$ cat src/pkg/rac_pkg.sv
// constants and types shared by the ramp converter control logic
package rac_pkg;

  // register indices; byte address is four times the index
  localparam logic [13:0] IDX_CTRL      = 14'h0610;
  localparam logic [13:0] IDX_DAC_MAN   = 14'h0611;
  localparam logic [13:0] IDX_CAL       = 14'h0612;
  localparam logic [13:0] IDX_RES_FIRST = 14'h0613;
  localparam logic [13:0] IDX_RES_LAST  = 14'h0627;
  localparam logic [13:0] IDX_CMD       = 14'h0628;
  localparam logic [13:0] IDX_FRESH     = 14'h0629;

  localparam int          NUM_INPUTS    = 21;
  localparam int          RES_W         = 10;

  // control register fields
  localparam int          F_MODE_LO     = 0;
  localparam int          F_SEL_LO      = 2;
  localparam int          F_BIAS_LO     = 6;
  localparam int          F_POL         = 8;
  localparam int          F_RATE_LO     = 9;
  localparam int          F_TRIM        = 11;
  localparam int          F_COMP        = 15;
  localparam logic [15:0] CTRL_WR_MASK  = 16'h7fff;
  localparam logic [15:0] CTRL_RESET    = 16'h0280;

  // write this value to the command register to raise a measure pulse
  localparam logic [15:0] CMD_MEASURE   = 16'hff20;

  localparam logic [RES_W-1:0] RAMP_TOP = 10'h3ff;

  // step times per ramp rate code, and the clock
  localparam int          CLK_HZ        = 10_000_000;
  localparam int          STEP_NS_0     = 500;
  localparam int          STEP_NS_1     = 1000;
  localparam int          STEP_NS_2     = 2000;
  localparam int          STEP_NS_3     = 4000;
  localparam int          CNT_W         = 8;

  // least time rounds up to whole cycles
  function automatic logic [CNT_W-1:0] ns_to_cyc(input int ns);
    int c;
    c = (ns * (CLK_HZ / 1_000_000) + 999) / 1000;
    if (c < 1) c = 1;
    return CNT_W'(c);
  endfunction

  typedef enum logic [1:0] {
    MODE_MANUAL = 2'b00,
    MODE_CALIB  = 2'b01,
    MODE_AUTO   = 2'b10,
    MODE_SUPER  = 2'b11
  } rac_mode_t;

  typedef enum logic [1:0] {
    ST_IDLE  = 2'b00,
    ST_RAMP  = 2'b01,
    ST_STORE = 2'b10
  } rac_state_t;

endpackage

$ cat src/rtl/rac_step_timer.sv
// ramp step timer: one tick per ramp step at the selected rate
`timescale 1ns/1ns
module rac_step_timer (
  input  wire logic        i_clk,
  input  wire logic        i_rst,
  input  wire logic        i_run,
  input  wire logic [1:0]  i_rate,
  output logic             o_tick
);
  import rac_pkg::*;

  logic [CNT_W-1:0] cnt;
  logic [CNT_W-1:0] limit;

  function automatic logic [CNT_W-1:0] rate_cycles(input logic [1:0] r);
    unique case (r)
      2'h0: return ns_to_cyc(STEP_NS_0);
      2'h1: return ns_to_cyc(STEP_NS_1);
      2'h2: return ns_to_cyc(STEP_NS_2);
      2'h3: return ns_to_cyc(STEP_NS_3);
    endcase
  endfunction

  always_comb begin
    limit = rate_cycles(i_rate);
  end

  // counter restarts whenever the ramp is not running
  always_ff @(posedge i_clk) begin
    if (i_rst || !i_run) begin
      cnt    <= '0;
      o_tick <= 1'b0;
    end else if (cnt >= limit - 8'h01) begin
      cnt    <= '0;
      o_tick <= 1'b1;
    end else begin
      cnt    <= cnt + 8'h01;
      o_tick <= 1'b0;
    end
  end

endmodule // rac_step_timer

$ cat src/rtl/rac_top.sv
// ramp converter measurement control with apb register access
`timescale 1ns/1ns
module rac_top (
  input  wire logic                      I_CLK,
  input  wire logic                      I_RST,
  input  wire logic                      I_PSEL,
  input  wire logic                      I_PENABLE,
  input  wire logic                      I_PWRITE,
  input  wire logic [15:0]               I_PADDR,
  input  wire logic [31:0]               I_PWDATA,
  output logic                           O_PREADY,
  output logic      [31:0]               O_PRDATA,
  output logic                           O_PSLVERR,
  input  wire logic                      I_COMP,
  output logic      [rac_pkg::RES_W-1:0] O_RAMP_DAC,
  output logic      [3:0]                O_INPUT_SEL,
  output logic      [4:0]                O_AUTO_CH,
  output logic                           O_AUTO_ACTIVE,
  output logic      [1:0]                O_COMP_BIAS,
  output logic                           O_POLARITY,
  output logic                           O_HALF_TRIM,
  output logic                           O_BUSY
);
  import rac_pkg::*;

  logic [15:0]            ctrl;
  logic [15:0]            dac_man;
  logic [RES_W-1:0]       cal;
  logic [RES_W-1:0]       res [NUM_INPUTS];
  logic [NUM_INPUTS-1:0]  fresh;
  logic                   comp_meta;
  logic                   comp_sync;
  rac_state_t             state;
  rac_mode_t              run_mode;
  logic [RES_W-1:0]       ramp;
  logic [RES_W-1:0]       hit_val;
  logic [4:0]             chan;
  logic                   step_tick;
  logic                   measure;

  logic                   wr_en;
  logic                   rd_en;
  logic [13:0]            idx;
  rac_mode_t              mode;
  logic                   hit;
  logic                   store_now;
  logic [NUM_INPUTS-1:0]  store_vec;
  logic [NUM_INPUTS-1:0]  read_clr;
  logic [31:0]            next_rdata;
  logic                   next_err;

  // word index of the bus address
  function automatic logic [13:0] word_idx(input logic [15:0] a);
    return a[15:2];
  endfunction

  function automatic logic is_result(input logic [13:0] i);
    return (i >= IDX_RES_FIRST) && (i <= IDX_RES_LAST);
  endfunction

  function automatic logic [4:0] result_slot(input logic [13:0] i);
    logic [13:0] d;
    d = i - IDX_RES_FIRST;
    return d[4:0];
  endfunction

  function automatic logic is_mapped(input logic [13:0] i);
    return (i == IDX_CTRL) || (i == IDX_DAC_MAN) || (i == IDX_CAL) ||
           is_result(i) || (i == IDX_CMD) || (i == IDX_FRESH);
  endfunction

  always_comb begin
    idx   = word_idx(I_PADDR);
    wr_en = I_PSEL && I_PENABLE && O_PREADY && I_PWRITE;
    rd_en = I_PSEL && I_PENABLE && O_PREADY && !I_PWRITE;
    mode  = rac_mode_t'(ctrl[F_MODE_LO +: 2]);
    hit   = comp_sync ^ ctrl[F_POL];
  end

  // comparator comes from the analog side, so it is synchronised
  always_ff @(posedge I_CLK) begin
    if (I_RST) begin
      comp_meta <= 1'b0;
      comp_sync <= 1'b0;
    end else begin
      comp_meta <= I_COMP;
      comp_sync <= comp_meta;
    end
  end

  // apb slave: one wait-free access phase, pready from a flop
  always_ff @(posedge I_CLK) begin
    if (I_RST) begin
      O_PREADY <= 1'b0;
    end else begin
      O_PREADY <= I_PSEL && !I_PENABLE;
    end
  end

  always_comb begin
    next_rdata = 32'h0000_0000;
    next_err   = !is_mapped(idx);
    if (idx == IDX_CTRL) begin
      next_rdata[15:0] = {comp_sync, ctrl[14:0]};
    end else if (idx == IDX_DAC_MAN) begin
      next_rdata[15:0] = dac_man;
    end else if (idx == IDX_CAL) begin
      next_rdata[RES_W-1:0] = cal;
    end else if (is_result(idx)) begin
      next_rdata[RES_W-1:0] = res[result_slot(idx)];
    end else if (idx == IDX_CMD) begin
      next_rdata[0] = O_BUSY;
    end else if (idx == IDX_FRESH) begin
      next_rdata[NUM_INPUTS-1:0] = fresh;
    end
  end

  // read data and error are presented in the access phase
  always_ff @(posedge I_CLK) begin
    if (I_RST) begin
      O_PRDATA  <= 32'h0000_0000;
      O_PSLVERR <= 1'b0;
    end else if (I_PSEL && !I_PENABLE) begin
      O_PRDATA  <= I_PWRITE ? 32'h0000_0000 : next_rdata;
      O_PSLVERR <= next_err;
    end else begin
      O_PRDATA  <= 32'h0000_0000;
      O_PSLVERR <= 1'b0;
    end
  end

  // control register, comparator bit 15 is read-only
  always_ff @(posedge I_CLK) begin
    if (I_RST) begin
      ctrl <= CTRL_RESET;
    end else if (wr_en && idx == IDX_CTRL) begin
      ctrl <= I_PWDATA[15:0] & CTRL_WR_MASK;
    end
  end

  always_ff @(posedge I_CLK) begin
    if (I_RST) begin
      dac_man <= 16'h0000;
    end else if (wr_en && idx == IDX_DAC_MAN) begin
      dac_man <= I_PWDATA[15:0];
    end
  end

  // measure pulse from the command register write
  always_ff @(posedge I_CLK) begin
    if (I_RST) begin
      measure <= 1'b0;
    end else begin
      measure <= wr_en && idx == IDX_CMD &&
                 I_PWDATA[15:0] == CMD_MEASURE;
    end
  end

  rac_step_timer rac_step_timer_inst (
    .i_clk  (I_CLK),
    .i_rst  (I_RST),
    .i_run  (state == ST_RAMP),
    .i_rate (ctrl[F_RATE_LO +: 2]),
    .o_tick (step_tick)
  );

  // conversion sequencer
  always_ff @(posedge I_CLK) begin
    if (I_RST) begin
      state    <= ST_IDLE;
      run_mode <= MODE_MANUAL;
      ramp     <= '0;
      hit_val  <= '0;
      chan     <= 5'h00;
    end else begin
      unique case (state)
        ST_IDLE: begin
          // super-manual never starts a ramp; busy drops pulses
          if (measure && mode != MODE_SUPER) begin
            state    <= ST_RAMP;
            run_mode <= mode;
            ramp     <= '0;
            chan     <= 5'h00;
          end
        end
        ST_RAMP: begin
          if (step_tick) begin
            if (hit) begin
              hit_val <= ramp;
              state   <= ST_STORE;
            end else if (ramp == RAMP_TOP) begin
              hit_val <= RAMP_TOP;
              state   <= ST_STORE;
            end else begin
              ramp <= ramp + 10'h001;
            end
          end
        end
        ST_STORE: begin
          ramp <= '0;
          if (run_mode == MODE_AUTO &&
              chan != 5'(NUM_INPUTS - 1)) begin
            chan  <= chan + 5'h01;
            state <= ST_RAMP;
          end else begin
            state <= ST_IDLE;
          end
        end
        default: state <= ST_IDLE;
      endcase
    end
  end

  always_comb begin
    store_now = (state == ST_STORE);
    store_vec = '0;
    read_clr  = '0;
    if (store_now && run_mode == MODE_AUTO) begin
      store_vec[chan] = 1'b1;
    end else if (store_now && run_mode == MODE_MANUAL) begin
      store_vec[0] = 1'b1;
    end
    if (rd_en && is_result(idx)) begin
      read_clr[result_slot(idx)] = 1'b1;
    end
  end

  // results change only on completion
  always_ff @(posedge I_CLK) begin
    if (I_RST) begin
      for (int i = 0; i < NUM_INPUTS; i++) begin
        res[i] <= '0;
      end
    end else begin
      for (int i = 0; i < NUM_INPUTS; i++) begin
        if (store_vec[i]) begin
          res[i] <= hit_val;
        end
      end
    end
  end

  always_ff @(posedge I_CLK) begin
    if (I_RST) begin
      cal <= '0;
    end else if (store_now && run_mode == MODE_CALIB) begin
      cal <= hit_val;
    end
  end

  // fresh flags: set on store, cleared by a read; set wins
  always_ff @(posedge I_CLK) begin
    if (I_RST) begin
      fresh <= '0;
    end else begin
      fresh <= (fresh & ~read_clr) | store_vec;
    end
  end

  // analog-facing outputs, all from flops
  always_ff @(posedge I_CLK) begin
    if (I_RST) begin
      O_RAMP_DAC    <= '0;
      O_INPUT_SEL   <= 4'h0;
      O_AUTO_CH     <= 5'h00;
      O_AUTO_ACTIVE <= 1'b0;
      O_COMP_BIAS   <= 2'h0;
      O_POLARITY    <= 1'b0;
      O_HALF_TRIM   <= 1'b0;
      O_BUSY        <= 1'b0;
    end else begin
      if (mode == MODE_SUPER && state == ST_IDLE) begin
        O_RAMP_DAC <= dac_man[RES_W-1:0];
      end else begin
        O_RAMP_DAC <= ramp;
      end
      O_INPUT_SEL   <= ctrl[F_SEL_LO +: 4];
      O_AUTO_ACTIVE <= (state != ST_IDLE) &&
                       (run_mode == MODE_AUTO);
      O_AUTO_CH     <= chan;
      O_COMP_BIAS   <= ctrl[F_BIAS_LO +: 2];
      O_POLARITY    <= ctrl[F_POL];
      O_HALF_TRIM   <= ctrl[F_TRIM];
      // a refused pulse in step mode is not pending work
      O_BUSY        <= (state != ST_IDLE) ||
                       (measure && mode != MODE_SUPER);
    end
  end

endmodule // rac_top

$ cat config.mk
export PLATFORM = sky130hd
export DESIGN_NAME = rac_top
export DESIGN_NICKNAME = d
export VERILOG_FILES = /design/src/pkg/rac_pkg.sv /design/src/rtl/rac_step_timer.sv /design/src/rtl/rac_top.sv
export SDC_FILE = /design/constraint.sdc
export NUM_CORES = 1
export LEC_CHECK = 0
export BUFFER_PORTS_ARGS = -buffer_cell sky130_fd_sc_hd__clkbuf_2
export CAP_MARGIN = 20
export CORE_MARGIN = 1.5
export CORE_UTILIZATION = 50
export DETAILED_ROUTE_END_ITERATION = 6
export PLACE_DENSITY = 0.77
export SLEW_MARGIN = 10
export SYNTH_ARGS = -nofsm -noshare
export SYNTH_HDL_FRONTEND = slang
export SYNTH_HIERARCHICAL = 1
export SYNTH_SLANG_ARGS = --single-unit
$ cat constraint.sdc
create_clock -name I_CLK -period 3.8 [get_ports I_CLK]
set_input_delay 0.19 -clock I_CLK [delete_from_list [all_inputs] [get_ports I_CLK]]
set_output_delay 0.19 -clock I_CLK [all_outputs]
set_load 0.005 [all_outputs]
After elaboration in Yosys (flattened, before gate mapping)
Memories as Yosys holds them, arrays and structs flattened.
Index checks and enable logic that the tools add are counted.

storage, ports and cells
  flip-flop bits (word level) = 162
  memory bits (writable) = 210
  output and inout port bits = 59
  word-level logic and storage cells = 259
  memories = 1

operators by class
  add/subtract/negate cells = 5
  magnitude comparators = 7
  equal/unequal tests = 23
  multiplexer cells = 122
  bitwise gates (word level) = 27
  reduce and logical (&&, ||, !) cells = 47

memories
  memory  depth  width  read ports  clocked after Yosys merged registers in  wr ports  RTL line       RTL
  res     21     10     1           0                                        21        rac_top.sv:29  logic [RES_W-1:0] res [NUM_INPUTS];

operators with widths
  cell                   number
  $mux 10                30
  $mux 1                 72
  $eq 14x11->1 const B   5
  $mux 21                2
  $mux 20                2
  $mux 16                2
  $pmux 8 s4             1
  $pmux 10 s3            1
  $mux 11                2
  $and 21x21->21         1
  $not 21->21            1
  $or 1x1->1             21
  $or 21x21->21          1
  $logic_and 1x1->1      20
  $eq 16x16->1 const B   1
  $ge 14x11->1 const B   1
  $le 14x11->1 const B   1
  $lt 5x6->1 const B     2
  $add 10x1->10 const B  1
  $demux 1 s5            2
  $eq 10x10->1 const B   1
  $eq 2x2->1 const B     5
  $ge 5x1->1 const B     2
  $mux 5                 2
  other kinds (26)       52

Logic depth before layout (Yosys ltp)
Gate-level depths: netlist (run 1).

  depth after elaboration = 9
  mapped depth = 12
  depth with buffers taken out = 9

Cells and area by module
Netlist (run 1), hierarchy kept.

by module, submodules not included
  module          instances  cells each  area an instance (sq um)  sequential area each (sq um)
  rac_top         1          1,332       15,109.5                  9,148.8
  rac_step_timer  1          61          601.8                     180.2

Least setup slack after synthesis (run 1)
OpenSTA, ideal clock, no wires.

  path kind = input port to flip-flop
  start = input I_PADDR[2]
  end = register O_PRDATA[8]
  setup time = 0.126 ns
  data arrival time = 2.636 ns
  required time = 3.674 ns
  setup slack = 1.038 ns
  cell stages on the path = 12
  path buffers = 5
  cells stage by stage = buf_4 -> buf_4 -> buf_2 -> inv_1 -> ha_1 -> buf_2 -> buf_1 -> mux4_2 -> mux2i_1 -> o21ai_1 -> a31oi_1 -> o32ai_1

between the ends
  word-level cells in the longest chain between the ends = 7
  elaborated cells on any way between the ends = 16
  those cells by class = add/sub: 1; order compare: 2; eq/ne: 5; mux: 6; reduce/logical: 1; memory: 1

RTL lines
  element                                                                RTL line        RTL
  start, declared                                                        rac_top.sv:9    input wire logic [15:0] I_PADDR,
  parallel branches: the longest is 6 deep, another holds $mem_v2 21x10  --
  $mux 16 (*)                                                            rac_top.sv:103  if (idx == IDX_CTRL) begin
  end signal, assigned                                                   rac_top.sv:124  O_PRDATA <= I_PWRITE ? 32'h0000_0000 : next_rdata;
  end, declared                                                          rac_top.sv:12   output logic [31:0] O_PRDATA,

Mark *: on every way between the ends.
A chain may end at the register's enable or synchronous reset.

==> impl_metrics.json, run 1 <==
{
  "period_share_pct": 68.9,
  "ant_nets": 0,
  "whs_path_depth": 4,
  "min_from": "I_PENABLE",
  "port_buffers": 83,
  "cts_root_buf": "clkbuf_16",
  "start_util_pct": 51.1,
  "crit_fanout": 12,
  "numCtsBuffers": 38,
  "setup_tns_ps": 0,
  "min_to": "O_PREADY$_SDFF_PP0_",
  "drc_errors": 4,
  "drtIter0Drc": 1508,
  "met3_usage_pct": 5.32,
  "max_cap_violations": 0,
  "failed_checks": "DRC",
  "end_kind": "register",
  "die_area_um2": 32500,
  "wl_per_cell_um": 22.3,
  "setup_viol": 0,
  "irDropWorstVdd_v": 0.000273,
  "r2r_start": "state[0]$_SDFFE_PP0P_",
  "post_cts_resize_count": 0,
  "grt_pass1_wl_um": 63800,
  "grtUsageTotal_pct": 25.7,
  "r2r-end": "res[2][1]$_SDFFCE_PN0P_",
  "ys_async_sr_fraction_pct": 0,
  "synth_edf_count": 210,
  "clock_sinks": 361,
  "synthCells": 1393,
  "power_density_nw_per_um2": 474,
  "rsz0062_at_grt": "no",
  "via_per_inst": 6.02,
  "critPathLaunchType": "register",
  "fin_crit_ps": 2620,
  "clock_latency_ps": 540,
  "use_met1_pct": 34.4,
  "synthFlopType": "edfxtp_1",
  "r2r_cells": 5,
  "finClkSkew_ps": 20.4,
  "min_path_type": "input port to register",
  "grt-ovfl-total": 0,
  "crit_arrival_ps": 2780,
  "cts_max_path_buffers": 3,
  "netlist_area_um2": 15700,
  "cts.htree.levels": 2,
  "post-cts-setup-buffer-count": 0,
  "antennaDiodeCount": 0,
  "vias": 11312,
  "cts_tree": "done",
  "rrSetupSlack_ps": 1180,
  "timing.fmax_ghz": 0.382,
  "place_ws_ps": 1040,
  "synth.distinct_cells": 76,
  "die_w_um": 180,
  "grt_pass1_vias": 10985,
  "io_pins": 113,
  "use_met2_pct": 40.8,
  "antenna_found_initial": 0,
  "fin_ws_ps": 1180,
  "p_leak_uw": 0.00619,
  "globalplace.congestion": 0.964,
  "die_y_um": 180,
  "wl_um": 41800,
  "seq_area_frac_synth_pct": 59.4,
  "worst_slew_pin_slew_ps": 1090,
  "path_clk_slew_ps": 60,
  "grt_max_degree": 75,
  "status": "finished, violations left",
  "drive_gt1_share_pct": 16.1,
  "slew_headroom_pct": 27.3,
  "drv_slew": 0,
  "hold_violations": 0,
  "firstDrtPassIters": 7,
  "place_inst": 1789,
  "criticalPathCategory": "register to register",
  "syn_avg_cell_area_um2": 11.3,
  "nNetsFinal": 1528,
  "rows": 64,
  "crit_required_ps": 3960,
  "holdBufCountCts": 18,
  "syn2layout_area_growth_pct": 12.4,
  "fp.coreArea_um2": 30700,
  "grt_busiest_layer": "met2",
  "dp_hpwl_um": 28500,
  "synth_seq_cells": 361,
  "final_cells": 1878,
  "yosys_warnings": 6
}
-- cells in the mapped netlist, types with 11 or more instances --
| cell | instances | area share, % |
|---|---|---|
| nand3_1 | 18 | 0.57 |
| buf_1 | 14 | 0.33 |
| ha_1 | 22 | 1.8 |
| and2_1 | 11 | 0.44 |
| nor2b_1 | 20 | 0.80 |
| mux4_2 | 50 | 7.2 |
| clkbuf_1 | 56 | 1.3 |
| dfxtp_1 | 151 | 19 |
| xor2_1 | 16 | 0.89 |
| a21oi_1 | 100 | 3.2 |
| nand2b_1 | 40 | 1.6 |
| a221oi_1 | 11 | 0.61 |
| inv_1 | 29 | 0.69 |
| buf_2 | 17 | 0.54 |
| nor2_1 | 223 | 5.3 |
| nand2_1 | 187 | 4.5 |
| and3_1 | 14 | 0.56 |
| o21ai_0 | 32 | 1.0 |
| edfxtp_1 | 210 | 40 |
| buf_4 | 19 | 0.91 |
| o22a_1 | 11 | 0.61 |
-- layout by cell type, fill, tap and decap left out, drive strengths merged, types with 13 or more instances in the layout --
| master | instances |
|---|---|
| nor2 | 226 |
| a221oi | 13 |
| edfxtp | 210 |
| nand2b | 40 |
| dfxtp | 151 |
| nand3 | 18 |
| and2 | 13 |
| nor3 | 15 |
| nor2b | 20 |
| nand2 | 190 |
| dlygate4sd3 | 18 |
| a21oi | 101 |
| xor2 | 16 |
| clkbuf | 134 |
| buf | 17 |
| ha | 22 |
| o21ai | 34 |
| and3 | 14 |
| inv | 33 |
| mux4 | 50 |
-- where the power goes --
part	switching, uW	internal (uW)
Clock	1540	2080
Combinational	291	187
Sequential	32.5	4230
Total	1860	6510
-- stage by stage --
stage	utilization [%]	hold WS (ps)	power, uW	instance area [um^2]
floorplan	-	314	4650	15700
global placement	52.9	401	4790	16300
detailed placement	52.9	412	4800	16300
CTS	57.4	3.34	8360	17700
global route	57.4	34.7	8580	17700
finish	57.4	18.0	8370	17700
-- kinds of logic (layout without fill, tap and decap cells) --
group / after synthesis / count (layout) / synth area share, %
adder cells (fa/ha/maj): 22 / 22 / 1.75
XOR/XNOR: 24 / 24 / 1.39
buffers and inverters: 137 / 216 / 3.96
other: 2 / 12 / 0.0478
AND/OR/NAND/NOR: 575 / 575 / 17.0
multiplexers: 57 / 57 / 7.61
AO/OA/AOI/OAI: 215 / 215 / 8.89
flip-flops: 361 / 361 / 59.4
-- worst max-delay path: stages, from the launching register on --
cell	delay, ps
dfxtp_1	350
nand2b_1	210
nor2_1	230
and2_1	360
nand2_1	480
nand2b_1	600
-- routing by layer --
metal,vias up,routed length [um]
met5,-,0
met4,0,1710
met3,125,4680
met2,665,19700
met1,5507,15800
li1,5015,-
-- cell type report --
type | instances | area (um^2)
clock buffers | 52 | 1040
well taps | 396 | 495
clock inverters | 18 | 164
repair buffers | 117 | 718
fillers | 2451 | 13100
multi-input cells | 905 | 5800
flip-flops and latches | 361 | 9330
inverters | 29 | 109
-- worst max-delay path by stage --
stage | from | slack (ps) | end
3_5_place_dp | I_PADDR[2] | 1040 | O_PRDATA[9]$_SDFF_PP0_
4_1_cts | state[0]$_SDFFE_PP0P_ | 1250 | res[5][5]$_SDFFCE_PN0P_
6_report | state[0]$_SDFFE_PP0P_ | 1180 | res[2][1]$_SDFFCE_PN0P_
2_1_floorplan | I_PADDR[2] | 1040 | O_PRDATA[8]$_SDFF_PP0_
5_1_grt | chan[2]$_SDFFE_PP0P_ | 1080 | res[5][8]$_SDFFCE_PN0P_
3_3_place_gp | I_PADDR[3] | 1100 | O_PRDATA[7]$_SDFF_PP0_
-- registers in the layout, summed over array words and instances (netlist names), 2 cells and up --
| name | flops |
|---|---|
| O_AUTO_CH | 5 |
| O_COMP_BIAS | 2 |
| O_INPUT_SEL | 4 |
| O_PRDATA | 21 |
| O_RAMP_DAC | 10 |
| cal | 10 |
| chan | 5 |
| ctrl | 15 |
| dac_man | 16 |
| fresh | 21 |
| hit_val | 10 |
| rac_step_timer_inst/cnt | 8 |
| ramp | 10 |
| res | 210 |
| run_mode | 2 |
| state | 2 |
Note: power is estimated with default switching activity, not from simulation.
==> inputs of run 2 (changes only) <==
--- a/config.mk
+++ b/config.mk
@@ -10,7 +10,7 @@
 export CORE_MARGIN = 1.5
 export CORE_UTILIZATION = 50
 export DETAILED_ROUTE_END_ITERATION = 6
-export PLACE_DENSITY = 0.77
+export PLACE_DENSITY = 0.8
 export SLEW_MARGIN = 10
 export SYNTH_ARGS = -nofsm -noshare
 export SYNTH_HDL_FRONTEND = slang
==> constraint.sdc (replaced) <==
create_clock -name I_CLK -period 2.2 [get_ports I_CLK]
set_input_delay 0.11 -clock I_CLK [delete_from_list [all_inputs] [get_ports I_CLK]]
set_output_delay 0.11 -clock I_CLK [all_outputs]
set_load 0.005 [all_outputs]
==> run 2 against run 1 <==
Net effect:
- the flow still finishes with violations (DRC)
- global-route usage increased by 1.5 points
- clock skew increased by 15 ps
- fmax increased by 26%
- count of clock-buffer cells in the layout decreased by 4
- worst setup slack got worse by 1100 ps
- final cell count increased by 5.6%
- power increased by 71%
- via count increased by 4.8%
- clock power increased by 64%
- critical endpoint is now rac_step_timer_inst/o_tick$_SDFF_PP0_
==> impl_metrics.json, run 2 (synthesized netlist as in run 1, its figures left out) <==
{
  "fp.coreArea_um2": 30700,
  "worst_slew_pin_slew_ps": 699,
  "port_buffers": 83,
  "via_per_inst": 5.98,
  "cts_max_path_buffers": 3,
  "crit_top_cell": "ha_1",
  "min_path_type": "input port to register",
  "crit_fanout": 5,
  "end_kind": "register",
  "drc_errors": 5,
  "numCtsBuffers": 36,
  "wl_um": 44500,
  "nNetsFinal": 1636,
  "setup_tns_ps": 0,
  "fin_crit_ps": 2080,
  "p_seq_share_pct": 51.5,
  "slew_headroom_pct": 53.0,
  "grtUsageTotal_pct": 27.1,
  "setup_viol": 0,
  "start_util_pct": 51.1,
  "crit_arrival_ps": 2480,
  "swShare_pct": 22.5,
  "grt-ovfl-total": 0,
  "grt_max_degree": 133,
  "antenna_found_initial": 0,
  "antennaDiodeCount": 0,
  "rows": 64,
  "failed_checks": "DRC",
  "vias": 11859,
  "cts_root_buf": "clkbuf_16",
  "grt_pass1_vias": 11499,
  "wl_per_cell_um": 22.4,
  "path_clk_slew_ps": 60,
  "criticalPathCategory": "register to register",
  "slowest_stage": "dfxtp_1",
  "final_cell_mix": "nor2_1, edfxtp_1, nand2_1",
  "dp_hpwl_um": 31000,
  "finClkSkew_ps": 35.5,
  "regMostFlops": "res",
  "whs_ps": 39.5,
  "final_common_cell": "nor2_1",
  "timing.fmax_ghz": 0.481,
  "rsz0062_at_grt": "no",
  "drive_gt1_share_pct": 21.9,
  "p_leak_uw": 0.00673,
  "die_area_um2": 32500,
  "fillers": 2311,
  "power_density_nw_per_um2": 772,
  "drv_slew": 0,
  "grt_pass1_wl_um": 67500,
  "clockPowerShare_pct": 41.7,
  "final_util_pct": 60.3,
  "irDropWorstVdd_v": 0.000518,
  "crit_required_ps": 2600,
  "period_share_pct": 94.6,
  "cts.htree.levels": 2,
  "critPathLaunchType": "register",
  "p_int_uw": 11100,
  "max_cap_violations": 0,
  "globalplace.congestion": 0.952,
  "slowest_delay_ps": 450,
  "cts_tree": "done",
  "worstPathCellList": "inv_1 > ha_1 > ha_1 > o21ai_0 > a221oi_4 > buf_4 > o311a_1",
  "largest_reg_flops": 210,
  "firstDrtPassIters": 7,
  "clock_sinks": 361,
  "p_switching_uw": 3220,
  "hold_violations": 0,
  "combPwrFrac_pct": 6.8,
  "largestRegisters": "res: 210 flops, O_PRDATA: 21 flops, fresh: 21 flops",
  "die_w_um": 180,
  "status": "finished, violations left",
  "die_y_um": 180,
  "post_cts_resize_count": 0,
  "clock_latency_ps": 540,
  "io_pins": 113,
  "drtIter0Drc": 1674,
  "syn2layout_area_growth_pct": 18.0,
  "ant_nets": 0
}
## run 2: per-stage QoR
step / setup WS, ps / instances / power, uW / instance area, um^2
final: 120 / 1983 / 14300 / 18500
after global routing: 29.8 / 1983 / 14700 / 18500
after CTS: 75.9 / 1981 / 14300 / 18500
after detailed placement: -44.6 / 1896 / 8430 / 17200
after global placement: 2.42 / 1896 / 8400 / 17200
after floorplan: 1.36 / 1403 / 8050 / 15800
## run 2: final cells by class
| cell class | count | area (um^2) | area share (%) |
|---|---|---|---|
| Inverter | 29 | 109 | 0.587 |
| Sequential cell | 361 | 9330 | 50.3 |
| Timing Repair Buffer | 227 | 1660 | 8.97 |
| Tap cell | 396 | 495 | 2.67 |
| Clock buffer | 48 | 1040 | 5.61 |
| Multi-Input combinational cell | 905 | 5800 | 31.3 |
| Clock inverter | 17 | 109 | 0.587 |
## run 2: worst paths after layout
path | start | endpoint | slack (ps) | cells after the start
worst max-delay path | ctrl[9]$_SDFFE_PP1P_ | rac_step_timer_inst/o_tick$_SDFF_PP0_ | 120 | 7
worst min-delay path | I_PWRITE | O_PRDATA[10]$_SDFF_PP0_ | 40 | 3
worst max register to register | ctrl[9]$_SDFFE_PP1P_ | rac_step_timer_inst/o_tick$_SDFF_PP0_ | 120 | 7
worst min register to register | comp_meta$_SDFF_PP0_ | comp_sync$_SDFF_PP0_ | 450 | 1
## run 2: per-layer routing
metal	GRT usage (%)	part of all wire, %	up-vias	routed length, um
li1	-	-	5223	-
met1	35.4	38	5732	16900
met2	44.4	47	774	21000
met3	5.82	11	130	4750
met4	11.0	4.1	0	1810
met5	0	0	-	0
## run 2: what timing repair did
| action | in CTS | in global routing |
|---|---|---|
| hold endpoints to repair | 35 | 0 |
| endpoints found under the setup margin | 0 | 4 |
| setup buffers | 0 | 2 |
| hold buffers | 20 | 0 |
## run 2: power groups by stage
stage / registers (uW) / clock network, uW / logic, uW
finish: 7370 / 5970 / 969
global route: 7380 / 6290 / 1010
CTS: 7370 / 5980 / 950
detailed placement: 7510 / 0 / 915
global placement: 7500 / 0 / 902
floorplan: 7480 / 0 / 563
## run 2: worst max-delay path: cells and delay by family (launching register included)
family                   cells  cell delay, ps
AO/OA/AOI/OAI                3             670
adder cells (fa/ha/maj)      2             580
flip-flops                   1             450
buffers and inverters        2             270
